<file path="src/include/isp_pkg.sv">
// constants for the two-wire in-system flash programming slave
// assumes one 250 MHz clock; the bus pins and flash array sit outside
package isp_pkg;
  localparam int          CLK_PERIOD_PS    = 4000;
  localparam int          HANDOVER_MIN_NS  = 15000;
  localparam int          HANDOVER_CYCLES  = (HANDOVER_MIN_NS * 1000 + CLK_PERIOD_PS - 1) / CLK_PERIOD_PS;
  localparam int          PROG_TIME_NS     = 60000;
  localparam int          PROG_CYCLES      = (PROG_TIME_NS * 1000 + CLK_PERIOD_PS - 1) / CLK_PERIOD_PS;
  localparam int          ERASE_TIME_US    = 4000;
  localparam int          ERASE_CYCLES     = (ERASE_TIME_US * 1000 / CLK_PERIOD_PS) * 1000;
  localparam int          TMR_W            = 20;
  localparam int          HAND_W           = 12;
  localparam logic [7:0]  UNLOCK_VALUE     = 8'h93;
  localparam logic [15:0] CRC_SEED         = 16'hFFFF;
  localparam logic [7:0]  TX_FILL          = 8'hFF;
  localparam logic [1:0]  TYPE_CMD_WR      = 2'h2;
  localparam logic [1:0]  TYPE_CMD_RD      = 2'h3;
  localparam logic [1:0]  TYPE_DATA_WR     = 2'h0;
  localparam logic [1:0]  TYPE_DATA_RD     = 2'h1;
  localparam logic [4:0]  CMD_PROGRAM      = 5'h14;
  localparam logic [4:0]  CMD_PAGE_ERASE   = 5'h06;
  localparam logic [4:0]  CMD_BLANK        = 5'h0D;
  localparam logic [4:0]  CMD_CLR_CRC      = 5'h1A;
  localparam logic [4:0]  CMD_RESET_CPU    = 5'h09;
  localparam logic [3:0]  IDX_LOW_ADDR     = 4'h1;
  localparam logic [3:0]  IDX_PAGE         = 4'h2;
  localparam logic [3:0]  IDX_FIRST_DATA   = 4'h2;
  typedef enum logic [2:0] {
    ISP_IDLE, ISP_ADDR, ISP_RX, ISP_ACK, ISP_TX, ISP_HACK
  } isp_state_t;
endpackage

</file>
<file path="src/hdl/isp_flash_prog.sv">
// two-wire in-system programming slave with flash sequencer
// assumes scl/sda arrive asynchronously and the flash array takes a
// write through a valid/ready port and reads combinationally
module isp_flash_prog import isp_pkg::*; #(
  parameter int PROG_CYC  = PROG_CYCLES,
  parameter int ERASE_CYC = ERASE_CYCLES
) (
  input  wire logic        sys_clk,
  input  wire logic        rst_n,
  input  wire logic        scl_in,
  input  wire logic        sda_in,
  output logic             sda_out,
  output logic             sda_oe_n,
  input  wire logic        slave_addr_wr,
  input  wire logic [5:0]  slave_addr_data,
  input  wire logic        unlock_wr,
  input  wire logic [7:0]  unlock_data,
  output logic             isp_active,
  output logic             cpu_reset,
  output logic             flash_wr_valid,
  input  wire logic        flash_wr_ready,
  output logic [15:0]      flash_wr_addr,
  output logic [7:0]       flash_wr_data,
  output logic             flash_erase_page,
  output logic             flash_erase_all,
  output logic [15:0]      flash_erase_addr,
  output logic [15:0]      flash_rd_addr,
  input  wire logic [7:0]  flash_rd_data
);
  // pin synchronisers
  logic scl_meta_reg, scl_sync_reg, scl_prev_reg;
  logic sda_meta_reg, sda_sync_reg, sda_prev_reg;
  always_ff @(posedge sys_clk) begin
    if (!rst_n) begin
      scl_meta_reg <= 1'b1;
      scl_sync_reg <= 1'b1;
      scl_prev_reg <= 1'b1;
      sda_meta_reg <= 1'b1;
      sda_sync_reg <= 1'b1;
      sda_prev_reg <= 1'b1;
    end else begin
      scl_meta_reg <= scl_in;
      scl_sync_reg <= scl_meta_reg;
      scl_prev_reg <= scl_sync_reg;
      sda_meta_reg <= sda_in;
      sda_sync_reg <= sda_meta_reg;
      sda_prev_reg <= sda_sync_reg;
    end
  end
  logic scl_rise, scl_fall, bus_start, bus_stop;
  assign scl_rise  = scl_sync_reg & ~scl_prev_reg;
  assign scl_fall  = ~scl_sync_reg & scl_prev_reg;
  assign bus_start = scl_sync_reg & scl_prev_reg & sda_prev_reg & ~sda_sync_reg;
  assign bus_stop  = scl_sync_reg & scl_prev_reg & ~sda_prev_reg & sda_sync_reg;
  // firmware side: slave address, unlock and handover delay
  logic [5:0]        prog_slave_address_register_reg, prog_slave_address_register_next;
  logic              prog_unlock_register_reg, prog_unlock_register_next;
  logic [HAND_W-1:0] hand_cnt_reg, hand_cnt_next;
  logic              isp_active_reg, isp_active_next;
  logic              leave_isp;
  always_comb begin
    prog_slave_address_register_next = prog_slave_address_register_reg;
    prog_unlock_register_next        = prog_unlock_register_reg;
    hand_cnt_next                    = hand_cnt_reg;
    isp_active_next                  = isp_active_reg;
    if (slave_addr_wr)
      prog_slave_address_register_next = slave_addr_data;
    if (prog_unlock_register_reg && !isp_active_reg) begin
      if (hand_cnt_reg == HAND_W'(HANDOVER_CYCLES - 1))
        isp_active_next = 1'b1;
      else
        hand_cnt_next = hand_cnt_reg + 1'b1;
    end
    if (leave_isp) begin
      prog_unlock_register_next = 1'b0;
      isp_active_next           = 1'b0;
      hand_cnt_next             = '0;
    end
    if (unlock_wr && unlock_data == UNLOCK_VALUE)
      prog_unlock_register_next = 1'b1;
  end
  always_ff @(posedge sys_clk) begin
    if (!rst_n) begin
      prog_slave_address_register_reg <= '0;
      prog_unlock_register_reg        <= 1'b0;
      hand_cnt_reg                    <= '0;
      isp_active_reg                  <= 1'b0;
    end else begin
      prog_slave_address_register_reg <= prog_slave_address_register_next;
      prog_unlock_register_reg        <= prog_unlock_register_next;
      hand_cnt_reg                    <= hand_cnt_next;
      isp_active_reg                  <= isp_active_next;
    end
  end
  assign isp_active = isp_active_reg;
  // two-entry program buffer toward the flash
  localparam int BUF_DEPTH = 2;
  localparam int BUF_W     = 24;
  logic [BUF_W-1:0] buf_reg [BUF_DEPTH];
  logic [BUF_W-1:0] buf_next [BUF_DEPTH];
  logic             wr_ptr_reg, wr_ptr_next, rd_ptr_reg, rd_ptr_next;
  logic [1:0]       fill_reg, fill_next;
  logic             buf_push, buf_full;
  logic [BUF_W-1:0] push_word;
  assign buf_full       = (fill_reg == 2'(BUF_DEPTH));
  assign flash_wr_valid = (fill_reg != 2'h0);
  assign flash_wr_addr  = buf_reg[rd_ptr_reg][23:8];
  assign flash_wr_data  = buf_reg[rd_ptr_reg][7:0];
  always_comb begin
    buf_next    = buf_reg;
    wr_ptr_next = wr_ptr_reg;
    rd_ptr_next = rd_ptr_reg;
    fill_next   = fill_reg;
    if (buf_push) begin
      buf_next[wr_ptr_reg] = push_word;
      wr_ptr_next          = ~wr_ptr_reg;
    end
    if (flash_wr_valid && flash_wr_ready)
      rd_ptr_next = ~rd_ptr_reg;
    fill_next = fill_reg + 2'(buf_push) - 2'(flash_wr_valid && flash_wr_ready);
  end
  always_ff @(posedge sys_clk) begin
    if (!rst_n) begin
      for (int i = 0; i < BUF_DEPTH; i++)
        buf_reg[i] <= '0;
      wr_ptr_reg <= 1'b0;
      rd_ptr_reg <= 1'b0;
      fill_reg   <= '0;
    end else begin
      buf_reg    <= buf_next;
      wr_ptr_reg <= wr_ptr_next;
      rd_ptr_reg <= rd_ptr_next;
      fill_reg   <= fill_next;
    end
  end
  // checksum step over one byte, msb first
  function automatic logic [15:0] crc_byte(input logic [15:0] c, input logic [7:0] d);
    logic fb;
    for (int i = 7; i >= 0; i--) begin
      fb = c[15] ^ d[i];
      c  = {c[14] ^ fb, c[13:2], c[1] ^ fb, c[0], fb};
    end
    return c;
  endfunction
  // bus protocol engine
  isp_state_t       state_reg, state_next;
  logic [3:0]       bit_cnt_reg, bit_cnt_next, idx_reg, idx_next, idx_inc;
  logic [7:0]       sh_reg, sh_next, cmd_reg, cmd_next, page_reg, page_next, low_reg, low_next;
  logic [1:0]       type_reg, type_next;
  logic             ack_reg, ack_next, hnack_reg, hnack_next, cpu_reset_reg, cpu_reset_next;
  logic [15:0]      crc_reg, crc_next, erase_addr_reg, erase_addr_next;
  logic [TMR_W-1:0] prog_cnt_reg, prog_cnt_next, erase_cnt_reg, erase_cnt_next;
  logic             er_page_reg, er_page_next, er_all_reg, er_all_next;
  logic [7:0]       tx_byte;
  assign idx_inc = (idx_reg == 4'hF) ? idx_reg : idx_reg + 4'h1;
  always_comb begin
    case (idx_inc)
      4'h1:    tx_byte = cmd_reg;
      4'h2:    tx_byte = page_reg;
      4'h3:    tx_byte = low_reg;
      4'h4:    tx_byte = crc_reg[15:8];
      4'h5:    tx_byte = crc_reg[7:0];
      default: tx_byte = TX_FILL;
    endcase
    if (type_reg == TYPE_DATA_RD)
      tx_byte = flash_rd_data;
  end
  always_comb begin
    state_next      = state_reg;
    bit_cnt_next    = bit_cnt_reg;
    idx_next        = idx_reg;
    sh_next         = sh_reg;
    cmd_next        = cmd_reg;
    page_next       = page_reg;
    low_next        = low_reg;
    type_next       = type_reg;
    ack_next        = ack_reg;
    hnack_next      = hnack_reg;
    crc_next        = crc_reg;
    erase_addr_next = erase_addr_reg;
    prog_cnt_next   = (prog_cnt_reg != '0) ? prog_cnt_reg - 1'b1 : prog_cnt_reg;
    erase_cnt_next  = (erase_cnt_reg != '0) ? erase_cnt_reg - 1'b1 : erase_cnt_reg;
    cpu_reset_next  = 1'b0;
    er_page_next    = 1'b0;
    er_all_next     = 1'b0;
    buf_push        = 1'b0;
    push_word       = {page_reg, low_reg, sh_reg};
    if (bus_start) begin
      state_next   = ISP_ADDR;
      bit_cnt_next = '0;
      idx_next     = '0;
    end else if (bus_stop) begin
      state_next = ISP_IDLE;
    end else begin
      unique case (state_reg)
        ISP_IDLE: ;
        ISP_ADDR, ISP_RX: begin
          if (scl_rise) begin
            sh_next      = {sh_reg[6:0], sda_sync_reg};
            bit_cnt_next = bit_cnt_reg + 4'h1;
          end
          if (scl_fall && bit_cnt_reg == 4'h8) begin
            state_next   = ISP_ACK;
            bit_cnt_next = '0;
            ack_next     = 1'b0;
            if (erase_cnt_reg != '0) begin
              ack_next = 1'b0;
            end else if (state_reg == ISP_ADDR) begin
              ack_next  = isp_active_reg &&
                          sh_reg[7:2] == prog_slave_address_register_reg;
              type_next = sh_reg[1:0];
            end else if (type_reg == TYPE_CMD_WR) begin
              if (idx_reg == IDX_LOW_ADDR) begin
                cmd_next = sh_reg;
                ack_next = 1'b1;
                if (sh_reg[7:3] == CMD_CLR_CRC)
                  crc_next = CRC_SEED;
                if (sh_reg[7:3] == CMD_RESET_CPU)
                  cpu_reset_next = 1'b1;
              end else if (idx_reg == IDX_PAGE) begin
                page_next = sh_reg;
                ack_next  = 1'b1;
              end
            end else if (type_reg == TYPE_DATA_WR) begin
              if (idx_reg == IDX_LOW_ADDR) begin
                low_next = sh_reg;
                ack_next = 1'b1;
              end else if (cmd_reg[7:3] == CMD_PROGRAM) begin
                if (prog_cnt_reg == '0 && !buf_full) begin
                  buf_push      = 1'b1;
                  ack_next      = 1'b1;
                  crc_next      = crc_byte(crc_reg, sh_reg);
                  low_next      = low_reg + 8'h01;
                  prog_cnt_next = TMR_W'(PROG_CYC);
                end
              end else if ((cmd_reg[7:3] == CMD_PAGE_ERASE ||
                            cmd_reg[7:3] == CMD_BLANK) && idx_reg == IDX_FIRST_DATA) begin
                er_page_next    = (cmd_reg[7:3] == CMD_PAGE_ERASE);
                er_all_next     = (cmd_reg[7:3] == CMD_BLANK);
                erase_addr_next = {page_reg, low_reg[7], 7'h00};
                erase_cnt_next  = TMR_W'(ERASE_CYC);
                ack_next        = 1'b1;
                low_next        = low_reg + 8'h01;
              end
            end
          end
        end
        ISP_ACK: begin
          if (scl_fall) begin
            idx_next = idx_inc;
            if (!ack_reg) begin
              state_next = ISP_IDLE;
            end else if (idx_reg == '0 && type_reg[0]) begin
              state_next = ISP_TX;
              sh_next    = tx_byte;
              if (type_reg == TYPE_DATA_RD)
                low_next = low_reg + 8'h01;
            end else begin
              state_next = ISP_RX;
            end
          end
        end
        ISP_TX: begin
          if (scl_fall) begin
            sh_next      = {sh_reg[6:0], 1'b1};
            bit_cnt_next = bit_cnt_reg + 4'h1;
            if (bit_cnt_reg == 4'h7) begin
              state_next   = ISP_HACK;
              bit_cnt_next = '0;
            end
          end
        end
        ISP_HACK: begin
          if (scl_rise)
            hnack_next = sda_sync_reg;
          if (scl_fall) begin
            idx_next = idx_inc;
            if (type_reg == TYPE_DATA_RD && !hnack_reg)
              low_next = low_reg + 8'h01;
            if (hnack_reg) begin
              state_next = ISP_IDLE;
            end else begin
              state_next = ISP_TX;
              sh_next    = tx_byte;
            end
          end
        end
      endcase
    end
  end
  always_ff @(posedge sys_clk) begin
    if (!rst_n) begin
      state_reg      <= ISP_IDLE;
      bit_cnt_reg    <= '0;
      idx_reg        <= '0;
      sh_reg         <= '0;
      cmd_reg        <= '0;
      page_reg       <= '0;
      low_reg        <= '0;
      type_reg       <= '0;
      ack_reg        <= 1'b0;
      hnack_reg      <= 1'b0;
      crc_reg        <= CRC_SEED;
      erase_addr_reg <= '0;
      prog_cnt_reg   <= '0;
      erase_cnt_reg  <= '0;
      cpu_reset_reg  <= 1'b0;
      er_page_reg    <= 1'b0;
      er_all_reg     <= 1'b0;
    end else begin
      state_reg      <= state_next;
      bit_cnt_reg    <= bit_cnt_next;
      idx_reg        <= idx_next;
      sh_reg         <= sh_next;
      cmd_reg        <= cmd_next;
      page_reg       <= page_next;
      low_reg        <= low_next;
      type_reg       <= type_next;
      ack_reg        <= ack_next;
      hnack_reg      <= hnack_next;
      crc_reg        <= crc_next;
      erase_addr_reg <= erase_addr_next;
      prog_cnt_reg   <= prog_cnt_next;
      erase_cnt_reg  <= erase_cnt_next;
      cpu_reset_reg  <= cpu_reset_next;
      er_page_reg    <= er_page_next;
      er_all_reg     <= er_all_next;
    end
  end
  assign leave_isp        = cpu_reset_reg;
  assign cpu_reset        = cpu_reset_reg;
  assign flash_erase_page = er_page_reg;
  assign flash_erase_all  = er_all_reg;
  assign flash_erase_addr = erase_addr_reg;
  assign flash_rd_addr    = {page_reg, low_reg};
  assign sda_out          = 1'b0;
  assign sda_oe_n         = ~((state_reg == ISP_ACK && ack_reg) ||
                              (state_reg == ISP_TX && !sh_reg[7]));
endmodule // isp_flash_prog

</file>
<file path="config.mk">
export PLATFORM = sky130hd
export DESIGN_NAME = isp_flash_prog
export DESIGN_NICKNAME = d
export VERILOG_FILES = /design/src/include/isp_pkg.sv /design/src/hdl/isp_flash_prog.sv
export SDC_FILE = /design/constraint.sdc
export NUM_CORES = 1
export LEC_CHECK = 0
export BUFFER_PORTS_ARGS = -buffer_cell sky130_fd_sc_hd__buf_2
export CAP_MARGIN = 30
export CORE_ASPECT_RATIO = 0.6
export CORE_MARGIN = 3
export CORE_UTILIZATION = 62
export CTS_BUF_LIST = sky130_fd_sc_hd__clkbuf_4
export DETAILED_ROUTE_END_ITERATION = 7
export GPL_TIMING_DRIVEN = 0
export PLACE_DENSITY_LB_ADDON = 0.05
export SETUP_SLACK_MARGIN = 0.1
export SLEW_MARGIN = 20
export SYNTH_ARGS = -nofsm -noshare
export SYNTH_HDL_FRONTEND = slang
export SYNTH_SLANG_ARGS = --single-unit
export TNS_END_PERCENT = 10
</file>
<file path="constraint.sdc">
create_clock -name sys_clk -period 4.5 [get_ports sys_clk]
set_clock_uncertainty 0.15 [all_clocks]
set_input_delay 0.9 -clock sys_clk [delete_from_list [all_inputs] [get_ports sys_clk]]
set_output_delay 0.9 -clock sys_clk [all_outputs]
set_load 0.1 [all_outputs]
</file>
======== After elaboration in Yosys (flattened, before gate mapping) ========
Cells that the tools add are included.
word-level totals
  register bits ........................... 193
  bits in latches ......................... 0
  RAM bits ................................ 0
  bits in read-only memories .............. 0
  input port bits ......................... 29
  output and inout port bits .............. 63
  word-level logic and storage cells ...... 306
  memories kept ........................... 0
operators by class
  $add $sub $neg .......................... 8
  multipliers ............................. 0
  div/mod/pow operators ................... 0
  order comparisons ....................... 3
  eq/ne operators ......................... 52
  shift operators ......................... 0
  muxes and demuxes ....................... 103
  bitwise gates (word level) .............. 53
  reductions and logical operators ........ 54
operators with widths
  cell                                                 number
  two-way mux 20 bit                                   24
  two-way mux 8 bit                                    23
  two-way mux 16 bit                                   7
  two-way mux 24 bit                                   4
  bitwise mux 48 bit                                   1
  one-hot mux 8 bit (5 select lines)                   1
  nonzero test 20 bit                                  2
  subtractor 20 x 1 -> 20 bit, second input constant   2
  inequality test 2 bit, second input constant         16
  one-hot mux 8 bit (4 select lines)                   1
  inequality test 4 bit, second input constant         7
  two-way mux 1 bit                                    25
  demux 24 bit (select 1 bit)                          1
  two-way mux 3 bit                                    8
  one-hot mux 8 bit (3 select lines)                   1
  XOR 1 bit                                            24
  zero test 20 bit                                     1
  two-way mux 4 bit                                    5
  NOT 1 bit                                            20
  AND reduction 6 bit                                  3
  AND reduction 16 bit                                 1
  adder 12 x 1 -> 12 bit, second input constant        1
  equality test 12 bit, second input constant          1
  equality test 4 x 2 -> 1 bit, second input constant  3
  46 further kinds                                     91

======== Logic depth before layout (Yosys ltp) ========
Gate-level depths: netlist of the first run.
  depth after elaboration ................. 21
  depth in mapped cells ................... 14
  gate-level depth less buffers ........... 14

======== Least setup slack after synthesis of the first run ========
OpenSTA, ideal clock, no wires.
  path kind ............................... reg2reg
  start ................................... reg erase_cnt_reg[4]
  end ..................................... reg fill_reg[1]
  library setup time ...................... 0.128 ns
  arrival ................................. 3.070 ns
  required time ........................... 4.222 ns
  path slack .............................. 1.153 ns
  cell stages (with the launch flop) ...... 14
  buffers on the path ..................... 1
  clock period less this slack ............ 3.347 ns
  cell sequence ........................... dfxtp_1 -> or4_4 -> or4_4 -> buf_6 -> nor4_4 -> nand2_1 -> nor3_1 -> inv_1 -> ha_1 -> inv_1 -> ha_1 -> xor2_1 -> xnor2_1 -> nor2_1
on the way
  cells in the longest elaborated chain, start to end .. 8
RTL lines
  item                       line                   RTL
  start, declared            isp_flash_prog.sv:152  logic [TMR_W-1:0] prog_cnt_reg, prog_cnt_next, erase_cnt_reg, erase_cnt_next;
  start signal, assigned     isp_flash_prog.sv:324  erase_cnt_reg <= erase_cnt_next;
  nonzero test 20 bit        isp_flash_prog.sv:206  if (erase_cnt_reg != '0) begin
  two-way mux 1 bit          isp_flash_prog.sv:206
  two-way mux 1 bit          isp_flash_prog.sv:202  if (scl_fall && bit_cnt_reg == 4'h8) begin
  two-way mux 1 bit          isp_flash_prog.sv:195  unique case (state_reg)
  two-way mux 1 bit          isp_flash_prog.sv:192  end else if (bus_stop) begin
  two-way mux 1 bit          isp_flash_prog.sv:188  if (bus_start) begin
  adder 2 x 1 -> 2 bit       isp_flash_prog.sv:120  fill_next = fill_reg + 2'(buf_push) - 2'(flash_wr_valid && flash_wr_ready);
  subtractor 2 x 1 -> 2 bit  isp_flash_prog.sv:120
  end signal, assigned       isp_flash_prog.sv:133  fill_reg <= fill_next;
  end, declared              isp_flash_prog.sv:102  logic [1:0] fill_reg, fill_next;
Every way passes these cells.
A chain may end at the register's enable or synchronous reset.

======== Worst setup path in the final report of the first run ========
Same ends and word-level chain as after synthesis.

==> metrics.txt, run 1 <==
run status=finished clean; starting density of the core=0.648; post-layout instance area=0.0106 mm^2; ratio of routed vias to standard cells=5.92; utilization after layout=0.712; path type of the worst min-delay path=flip-flop to flip-flop; Synth Area in Simple Gates=0.241; aggregate routed wire length=25500 um; number of CTS-inserted buffers=17; Synth Instances=1143; Core Rows=34; Synth top area share=0.402; fraction of layout cells with a size suffix above 1=0.148; origin of the worst setup path=erase_cnt_reg[4]$_SDFF_PN0_; final critical-path setup slack=0.501 ns; via count of the first global-routing pass=7563; placed standard-cell area=0.0103 mm^2; leakage power figure=4.02 nW; met3 Resource Use GR=0.0761; gr ovfl total=0; beginning of the worst register-to-register path=erase_cnt_reg[4]$_SDFF_PN0_; number of pins with negative max-slew slack in the final report=0; DRT Pass-1 Iters=5; most frequent cells in the layout=193 x sky130_fd_sc_hd__dfxtp_1, 149 x sky130_fd_sc_hd__nand2_1, 119 x sky130_fd_sc_hd__nor2_1; post-synthesis sequential area ratio=0.402; number of levels the H-tree was split into=4; kind of critical path=flip-flop to flip-flop; number of placed instances, taps included=1430; number of enable flip-flop cells after synthesis=0; DP HPWL=18900 um; count of boundary I/O pins=92; area of the mapped netlist=0.00962 mm^2; share of flip-flops with an asynchronous set or reset after synthesis=0; mean post-synth cell area=8.41 um^2; first-pass GRT wire length=40300 um; buffers inserted by post-CTS timing repair=0; post-synth cell types=76; pwr dens=398 mW/mm^2; final critical-path share of the clock period=0.889; largest family of logic cells by synthesized area=simple AND/OR/NAND/NOR gates; setup_tns=0 ns; Hold Buf Count CTS=0; final setup violation count=0; most instantiated flip-flop cell in the synthesis netlist=sky130_fd_sc_hd__dfxtp_1; count of endpoints failing hold in the final timing report=0; Post-DRT Antenna Nets=0; drc violations=0; clk sinks=193; most common cell after layout, fill and taps aside=sky130_fd_sc_hd__dfxtp_1; biggest fanout along the worst timing path=10; Most Used Layer, Global Route=met1; Highest Clock Rate=250 MHz; synthesized-area fraction occupied by adder cells=0.0208; area grow syn2layout=9.91%; met2 global-route usage=0.415; Tmin final=4.00 ns; number of antenna violations at the first check in global routing=0; Die Area=0.0171 mm^2; Final Instance Count excl. Fillers=1461; Vert. Die Dim=102 um; xor and xnor area share after synthesis=0.0666; total of buffers placed on input and output ports=82; total number of nets in the final design=1296; actual slew at the worst max-slew pin=0.931 ns; share of cell area taken by muxes after synthesis=0.0833; detailed-route via count=8652; global-route total usage across every layer=0.296; Placer Congestion=0.928; CP Data Required Time=4.83 ns; top cells by area in the synthesized netlist=sky130_fd_sc_hd__dfxtp_1 40%, sky130_fd_sc_hd__nand2_1 5.8%, sky130_fd_sc_hd__mux2i_1 5.5%; compound-cell area share of the yosys netlist=0.132; CTS tree=yes; largest net degree at the start of global routing=20; Clock Latency Late Sink=0.60 ns; flip-flop and latch count after synthesis=193; number of flip-flops under the largest register name=48; buffer cell driving the clock tree root=sky130_fd_sc_hd__clkbuf_4; buffer depth of the longest clock path=2; arrival time of data at the critical path endpoint=4.32 ns; CTS-repair resized insts=0; width of the die=167 um; worst ir drop on vdd=0.000427 V; placeable core region=0.0148 mm^2; Max-slew headroom=0.378; detailed router's first-iteration violation count=1035; kind of launch point of the worst setup path=flip-flop; crit end category=flip-flop; setup repair after global routing missed its margin=false; Warnings, synthesis=0; average wire length per cell after detail routing=17.5 um; CTS clk-pin slew, worst paths=0.17 ns; met1 capacity usage during global routing=0.455; maxcap violations=0; antenna cell count=0; worst setup slack after placement=0.558 ns; critical hold path startpoint=scl_meta_reg$_SDFF_PN1_; cell type with the largest total area after synthesis=sky130_fd_sc_hd__dfxtp_1
[critical path, cell delays in order, from the launching register on]
cell	delay [ns]
sky130_fd_sc_hd__dfxtp_1	0.39
sky130_fd_sc_hd__or4_4	0.57
sky130_fd_sc_hd__or4_4	0.43
sky130_fd_sc_hd__buf_6	0.16
sky130_fd_sc_hd__nor4_4	0.48
sky130_fd_sc_hd__nand2_1	0.21
sky130_fd_sc_hd__nor3_1	0.41
sky130_fd_sc_hd__inv_1	0.21
sky130_fd_sc_hd__ha_1	0.32
sky130_fd_sc_hd__inv_1	0.04
sky130_fd_sc_hd__ha_1	0.18
sky130_fd_sc_hd__xor2_1	0.16
sky130_fd_sc_hd__xnor2_1	0.13
sky130_fd_sc_hd__nor2_1	0.05
[power by group]
part	switching, W	total, W	internal, W
sequential	0.000140	0.00201	0.00187
combinational	0.000753	0.00129	0.000535
clock	0.000659	0.000904	0.000245
total	0.00155	0.00420	0.00265
[per-layer routing]
layer,vias up,share of wire
li1,4151,-
met1,4051,0.48
met2,417,0.39
met3,33,0.12
met4,0,0.012
met5,-,0
[cells by family (layout without fill, tap and decap cells)]
family / after synthesis / after routing
muxes: 77 / 77
other: 1 / 8
and+or+nand+nor: 467 / 467
xor gates and xnor gates: 70 / 70
adders and majority gates: 16 / 16
DFF: 193 / 193
buffers and inverters: 107 / 220
AOI/OAI and AO/OA: 212 / 212
[synthesized netlist by cell type, types with 7 or more instances]
cell type,number
sky130_fd_sc_hd__dfxtp_1,193
sky130_fd_sc_hd__nand2_1,149
sky130_fd_sc_hd__nor2_1,119
sky130_fd_sc_hd__a21oi_1,100
sky130_fd_sc_hd__mux2i_1,53
sky130_fd_sc_hd__xnor2_1,47
sky130_fd_sc_hd__o21ai_0,44
sky130_fd_sc_hd__clkbuf_1,43
sky130_fd_sc_hd__nor3_1,40
sky130_fd_sc_hd__inv_1,33
sky130_fd_sc_hd__nand3_1,29
sky130_fd_sc_hd__mux2_2,24
sky130_fd_sc_hd__xor2_1,21
sky130_fd_sc_hd__nand2b_1,17
sky130_fd_sc_hd__ha_1,16
sky130_fd_sc_hd__nor2b_1,14
sky130_fd_sc_hd__a31oi_1,12
sky130_fd_sc_hd__a211oi_1,11
sky130_fd_sc_hd__nand4_1,11
sky130_fd_sc_hd__nor4_1,10
sky130_fd_sc_hd__o41ai_1,10
sky130_fd_sc_hd__buf_4,9
sky130_fd_sc_hd__and2_1,7
sky130_fd_sc_hd__and3_1,7
sky130_fd_sc_hd__nor3b_1,7
sky130_fd_sc_hd__o21a_1,7
sky130_fd_sc_hd__or3_1,7
[layout make-up]
| class | count | area (um^2) |
|---|---|---|
| well taps | 198 | 248 |
| clock inverters | 14 | 141 |
| multi-input cells | 850 | 5260 |
| repair buffers | 82 | 410 |
| inverters | 35 | 131 |
| fillers | 1225 | 4280 |
| clock buffers | 17 | 128 |
| flip-flops and latches | 193 | 3860 |
| plain buffers | 72 | 390 |
[metrics by stage]
stage	power, W	hold slack (ns)
2_1_floorplan	0.00307	0.236
3_3_place_gp	0.00328	0.247
3_5_place_dp	0.00332	0.250
4_1_cts	0.00420	0.292
5_1_grt	0.00443	0.309
6_report	0.00420	0.283
[final timing paths]
check | end | slack, ns | depth (start not counted)
worst max-delay path | fill_reg[1]$_SDFF_PN0_ | 0.50 | 13
worst min-delay path | scl_sync_reg$_SDFF_PN1_ | 0.28 | 1
worst max register to register | fill_reg[1]$_SDFF_PN0_ | 0.50 | 13
worst min register to register | scl_sync_reg$_SDFF_PN1_ | 0.28 | 1
(Power assumes the default switching activity.)
==> inputs of run 2 (changes only) <==
Settings changed: ABC_AREA from default to 1.
==> run 2 against run 1 <==
  * Count of clock-buffer cells in the layout grew 2
  * Final cell count grew 15%
  * Total power grew 32%
  * Sequential power grew 7%
  * Register-to-register slack gained 0.53 ns
  * Via count grew 12%
  * Worst hold slack lost 0.012 ns
  * Utilization grew 0.87 points
  * Sequential share of layout area shrank 0.75 points
  * Flip-flop and latch count is the same
  * Area after synthesis grew 2.2%
  * Clock power grew 5.5%
==> metrics.txt, run 2 <==
number of antenna violations at the first check in global routing=1; number of levels the H-tree was split into=4; arrival time of data at the critical path endpoint=3.84 ns; drc violations=0; most numerous cell in the Yosys netlist=sky130_fd_sc_hd__inv_1; total of buffers placed on input and output ports=83; CTS-repair resized insts=0; final critical-path share of the clock period=0.770; clk sinks=193; largest net degree at the start of global routing=18; via count of the first global-routing pass=8237; ratio of routed vias to standard cells=5.75; area grow syn2layout=9.80%; detailed-route via count=9669; Die Area=0.0175 mm^2; leakage power figure=4.76 nW; Worst R2R Setup Slack=1.03 ns; Placer Congestion=0.980; buffer cell driving the clock tree root=sky130_fd_sc_hd__clkbuf_4; final setup violation count=0; number of filler cells placed in the layout=1289; total number of nets in the final design=1515; buffers inserted by post-CTS timing repair=0; placed standard-cell area=0.0105 mm^2; cell type with the largest total area after synthesis=sky130_fd_sc_hd__dfxtp_1; pwr dens=513 mW/mm^2; Clock Latency Late Sink=0.59 ns; Final Instance Count excl. Fillers=1682; buffer depth of the longest clock path=2; number of CTS-inserted buffers=17; maxcap violations=0; number of enable flip-flop cells after synthesis=0; kind of critical path=flip-flop to flip-flop; post-synthesis sequential area ratio=0.393; area of the mapped netlist=0.00983 mm^2; placeable core region=0.0150 mm^2; count of endpoints failing hold in the final timing report=0; setup_tns=0 ns; Total Power Consumption=0.00554 W; kind of launch point of the worst setup path=flip-flop; share of flip-flops with an asynchronous set or reset after synthesis=0; global-route total usage across every layer=0.309; worst ir drop on vdd=0.000358 V; Synth Instances=1361; gr ovfl total=0; number of flip-flops under the largest register name=48; most instantiated flip-flop cell in the synthesis netlist=sky130_fd_sc_hd__dfxtp_1; count of boundary I/O pins=92; setup repair after global routing missed its margin=false; width of the die=169 um; Max-slew headroom=0.444; mean post-synth cell area=7.22 um^2; run status=finished clean; Tmin final=3.47 ns; Highest Clock Rate=289 MHz; top cells by area in the synthesized netlist=sky130_fd_sc_hd__dfxtp_1 39%, sky130_fd_sc_hd__inv_1 7.7%, sky130_fd_sc_hd__nor2_1 7.6%; Core Rows=34; starting density of the core=0.656; most common cell after layout, fill and taps aside=sky130_fd_sc_hd__inv_1; path type of the worst min-delay path=flip-flop to flip-flop; biggest fanout along the worst timing path=10; number of pins with negative max-slew slack in the final report=0; CP Data Required Time=4.87 ns; Post-DRT Antenna Nets=0; most frequent cells in the layout=201 x sky130_fd_sc_hd__inv_1, 198 x sky130_fd_sc_hd__nor2_1, 193 x sky130_fd_sc_hd__dfxtp_1; post-synth cell types=50; post-layout instance area=0.0108 mm^2; fraction of layout cells with a size suffix above 1=0.134; Hold Buf Count CTS=0; Commonest cells post-synth=201 x sky130_fd_sc_hd__inv_1, 198 x sky130_fd_sc_hd__nor2_1, 193 x sky130_fd_sc_hd__dfxtp_1; DRT Pass-1 Iters=7; flip-flop and latch count after synthesis=193; actual slew at the worst max-slew pin=0.834 ns; detailed router's first-iteration violation count=1164; first-pass GRT wire length=43500 um; average wire length per cell after detail routing=16.4 um; number of placed instances, taps included=1649; crit end category=flip-flop; Synth top area share=0.393; Vert. Die Dim=104 um; CTS clk-pin slew, worst paths=0.16 ns; aggregate routed wire length=27600 um; CTS tree=yes; Warnings, synthesis=0; DP HPWL=21100 um
==> run 2: cell count changes after synthesis, sizes merged, moves of 35 or more <==
cell    before  now
inv         34  203
a211oi      12   57
mux2i       53    0
nor2       122  205
xnor2       47   12
o21ai       47  130
==> run 2: logic make-up (layout without fill, tap and decap cells) <==
logic type	after synthesis	in the layout	share of synthesized area
simple gates	499	499	0.221
xor+xnor	38	38	0.0339
buf+inv	265	380	0.110
fa+ha+maj	16	16	0.0204
flops	193	193	0.393
compound gates	349	349	0.221
other cells	1	9	0.000382
==> run 2: worst paths after layout <==
path | from | to | cells past startpoint
hold / removal | scl_meta_reg$_SDFF_PN1_ | scl_sync_reg$_SDFF_PN1_ | 1
setup / recovery | erase_cnt_reg[0]$_SDFF_PN0_ | fill_reg[1]$_SDFF_PN0_ | 15
setup reg to reg | erase_cnt_reg[0]$_SDFF_PN0_ | fill_reg[1]$_SDFF_PN0_ | 15
hold reg to reg | scl_meta_reg$_SDFF_PN1_ | scl_sync_reg$_SDFF_PN1_ | 1
==> run 2: metrics by stage <==
stage | util | worst slack (ns) | hold slack [ns]
after global placement | 0.702 | 1.18 | 0.245
after detailed placement | 0.702 | 1.11 | 0.248
after global routing | 0.721 | 0.783 | 0.305
after CTS | 0.721 | 1.07 | 0.272
after floorplan | - | 0.817 | 0.243
final | 0.721 | 1.03 | 0.271
==> run 2: layout make-up <==
type | count | area (um^2) | share of cell area
flip-flops and latches | 193 | 3860 | 0.358
clock inverters | 13 | 129 | 0.0119
repair buffers | 83 | 415 | 0.0385
diodes | 1 | 2.50 | 0.000232
inverters | 206 | 773 | 0.0716
clock buffers | 19 | 143 | 0.0132
plain buffers | 59 | 310 | 0.0288
well taps | 198 | 248 | 0.0230
multi-input cells | 910 | 4910 | 0.455
==> run 2: critical path: stages (launching register included) <==
cell                       delay [ns]
sky130_fd_sc_hd__dfxtp_1         0.34
sky130_fd_sc_hd__inv_1           0.17
sky130_fd_sc_hd__ha_1            0.18
sky130_fd_sc_hd__inv_1           0.06
sky130_fd_sc_hd__nor4_2          0.30
sky130_fd_sc_hd__nand3_4         0.20
sky130_fd_sc_hd__nor2_4          0.17
sky130_fd_sc_hd__nand2_2         0.11
sky130_fd_sc_hd__nor3_4          0.27
sky130_fd_sc_hd__clkinv_1        0.39
sky130_fd_sc_hd__ha_1            0.42
sky130_fd_sc_hd__inv_1           0.04
sky130_fd_sc_hd__ha_1            0.18
sky130_fd_sc_hd__xor2_1          0.18
sky130_fd_sc_hd__o21ai_0         0.10
sky130_fd_sc_hd__a21oi_1         0.14
==> run 2: where the power goes <==
group	switching (W)	leakage, nW	internal (W)
Combinational	0.00168	3.05	0.000739
Clock	0.000654	0.141	0.000300
Sequential	0.000235	1.57	0.00193
==> run 2: routing by layer <==
metal | up-vias | track usage | routed length [um]
met1 | 4382 | 0.501 | 13300
met2 | 554 | 0.380 | 10000
li1 | 4696 | - | -
met3 | 37 | 0.107 | 3870
met4 | 0 | 0.0654 | 321
met5 | - | 0 | 0
==> inputs of run 3 (changes only) <==
Clock period 4.5 ns to 3.4 ns, I/O delays scaled along.
==> run 3 against run 2 <==
  * Total power grew 33%
  * Setup slack got worse by 0.71 ns
  * Critical endpoint unchanged
  * Register-to-register slack lost 0.71 ns
  * Largest cell class unchanged
  * Die area unchanged
  * Cell area up 0.17%
  * Count of clock-buffer cells in the layout did not move
  * Critical path type unchanged
==> metrics.txt, run 3 (same netlist as run 2, synthesis figures left out) <==
DP HPWL=21100 um; most frequent cells in the layout=201 x sky130_fd_sc_hd__inv_1, 198 x sky130_fd_sc_hd__nor2_1, 193 x sky130_fd_sc_hd__dfxtp_1; crit path capture=fill_reg[1]$_SDFF_PN0_; arrival time of data at the critical path endpoint=3.44 ns; path type of the worst min-delay path=input pin to flip-flop; Placer Congestion=0.980; beginning of the worst register-to-register path=erase_cnt_reg[0]$_SDFF_PN0_; count of boundary I/O pins=92; run status=finished clean; origin of the worst setup path=erase_cnt_reg[0]$_SDFF_PN0_; ratio of routed vias to standard cells=5.76; first-pass GRT wire length=43500 um; drc violations=0; r2r worst-path depth=15; starting density of the core=0.656; Worst R2R Setup Slack=0.32 ns; Max-slew headroom=0.440; detailed router's first-iteration violation count=1202; setup repair after global routing missed its margin=false; crit end category=flip-flop; Hold Buf Count CTS=0; DRT Pass-1 Iters=8; buffer depth of the longest clock path=2; total of buffers placed on input and output ports=83; fraction of layout cells with a size suffix above 1=0.135; final critical-path share of the clock period=0.905; Tmin final=3.08 ns; count of endpoints failing hold in the final timing report=0; global-route total usage across every layer=0.309; actual slew at the worst max-slew pin=0.840 ns; number of antenna violations at the first check in global routing=1; worst setup slack after placement=0.0100 ns; Core Rows=34; average wire length per cell after detail routing=16.4 um; detailed-route via count=9696; number of levels the H-tree was split into=4; buffer cell driving the clock tree root=sky130_fd_sc_hd__clkbuf_4; area grow syn2layout=9.99%; utilization after layout=0.722; Reg2Reg Capture Point=fill_reg[1]$_SDFF_PN0_; width of the die=169 um; via count of the first global-routing pass=8237; CTS tree=yes; number of flip-flops under the largest register name=48; kind of launch point of the worst setup path=flip-flop; placeable core region=0.0150 mm^2; most common cell after layout, fill and taps aside=sky130_fd_sc_hd__inv_1; biggest fanout along the worst timing path=10; Clock Latency Late Sink=0.57 ns; maxcap violations=0; number of CTS-inserted buffers=17; leakage power figure=4.77 nW; Die Area=0.0175 mm^2; clk sinks=193; gr ovfl total=0; largest net degree at the start of global routing=18; Post-DRT Antenna Nets=0; Highest Clock Rate=325 MHz; CTS clk-pin slew, worst paths=0.16 ns; total number of nets in the final design=1516; CP Data Required Time=3.76 ns; pwr dens=679 mW/mm^2; Vert. Die Dim=104 um; final setup violation count=0; kind of critical path=flip-flop to flip-flop; aggregate routed wire length=27600 um; worst ir drop on vdd=0.000475 V; number of pins with negative max-slew slack in the final report=0; final critical-path setup slack=0.325 ns
## run 3: changes by cell type in the layout (fill, tap and decap cells not counted)
cell                       change
sky130_fd_sc_hd__clkinv_1      -1
sky130_fd_sc_hd__inv_4         +1
sky130_fd_sc_hd__nor4_2        -1
sky130_fd_sc_hd__nor4_4        +1
sky130_fd_sc_hd__buf_4         +1
## run 3: worst min path at each step
stage	from	end	slack [ns]	depth (start not counted)
global placement	sda_meta_reg$_SDFF_PN1_	sda_sync_reg$_SDFF_PN1_	0.24	1
detailed placement	sda_meta_reg$_SDFF_PN1_	sda_sync_reg$_SDFF_PN1_	0.25	1
CTS	unlock_data[6]	prog_unlock_register_reg$_SDFFE_PN0P_	0.09	2
global route	unlock_data[6]	prog_unlock_register_reg$_SDFFE_PN0P_	0.09	2
floorplan	scl_meta_reg$_SDFF_PN1_	scl_sync_reg$_SDFF_PN1_	0.24	1
finish	unlock_data[6]	prog_unlock_register_reg$_SDFFE_PN0P_	0.13	2
## run 3: final cells by class
class                   instances  area [um^2]
diodes                          1         2.50
plain buffers                  59          310
clock buffers                  19          143
clock inverters                13          129
fillers                      1287         4160
inverters                     206          776
multi-input cells             910         4920
flip-flops and latches        193         3860
well taps                     198          248
repair buffers                 84          423
## run 3: what timing repair did
item	in CTS	in global routing
gates resized for setup	1	2
pin swaps	0	1
endpoints found under the setup margin	1	1
buffers inserted	0	1
## run 3: metrics by stage
| stage | area, um^2 | instances | power (W) | hold WS, ns | TNS, ns |
|---|---|---|---|---|---|
| 2_1_floorplan | 9860 | 1368 | 0.00527 | 0.243 | -1.17 |
| 3_3_place_gp | 10500 | 1649 | 0.00594 | 0.245 | 0 |
| 3_5_place_dp | 10500 | 1649 | 0.00600 | 0.248 | 0 |
| 4_1_cts | 10800 | 1681 | 0.00722 | 0.0937 | 0 |
| 5_1_grt | 10800 | 1683 | 0.00784 | 0.0852 | 0 |
| 6_report | 10800 | 1683 | 0.00734 | 0.129 | 0 |
## run 3: power by group
| group | internal [W] | switching [W] |
|---|---|---|
| Sequential | 0.00255 | 0.000315 |
| Combinational | 0.000987 | 0.00224 |
| Clock | 0.000397 | 0.000853 |
| Total | 0.00394 | 0.00341 |
## run 3: worst max-delay path, stage by stage, from the launching register on
cell                      delay, ns
sky130_fd_sc_hd__dfxtp_1       0.34
sky130_fd_sc_hd__inv_1         0.17
sky130_fd_sc_hd__ha_1          0.18
sky130_fd_sc_hd__inv_1         0.08
sky130_fd_sc_hd__nor4_4        0.26
sky130_fd_sc_hd__nand3_4       0.19
sky130_fd_sc_hd__nor2_4        0.17
sky130_fd_sc_hd__nand2_2       0.10
sky130_fd_sc_hd__nor3_4        0.31
sky130_fd_sc_hd__inv_4         0.13
sky130_fd_sc_hd__ha_1          0.29
sky130_fd_sc_hd__inv_1         0.06
sky130_fd_sc_hd__ha_1          0.15
sky130_fd_sc_hd__xor2_1        0.18
sky130_fd_sc_hd__o21ai_0       0.10
sky130_fd_sc_hd__a21oi_1       0.14
## run 3: per-layer routing
layer	up-vias	global-route usage	part of all wire
met2	543	0.380	0.36
met3	46	0.107	0.14
li1	4701	-	-
met4	0	0.0654	0.014
met5	-	0	0
met1	4406	0.501	0.49
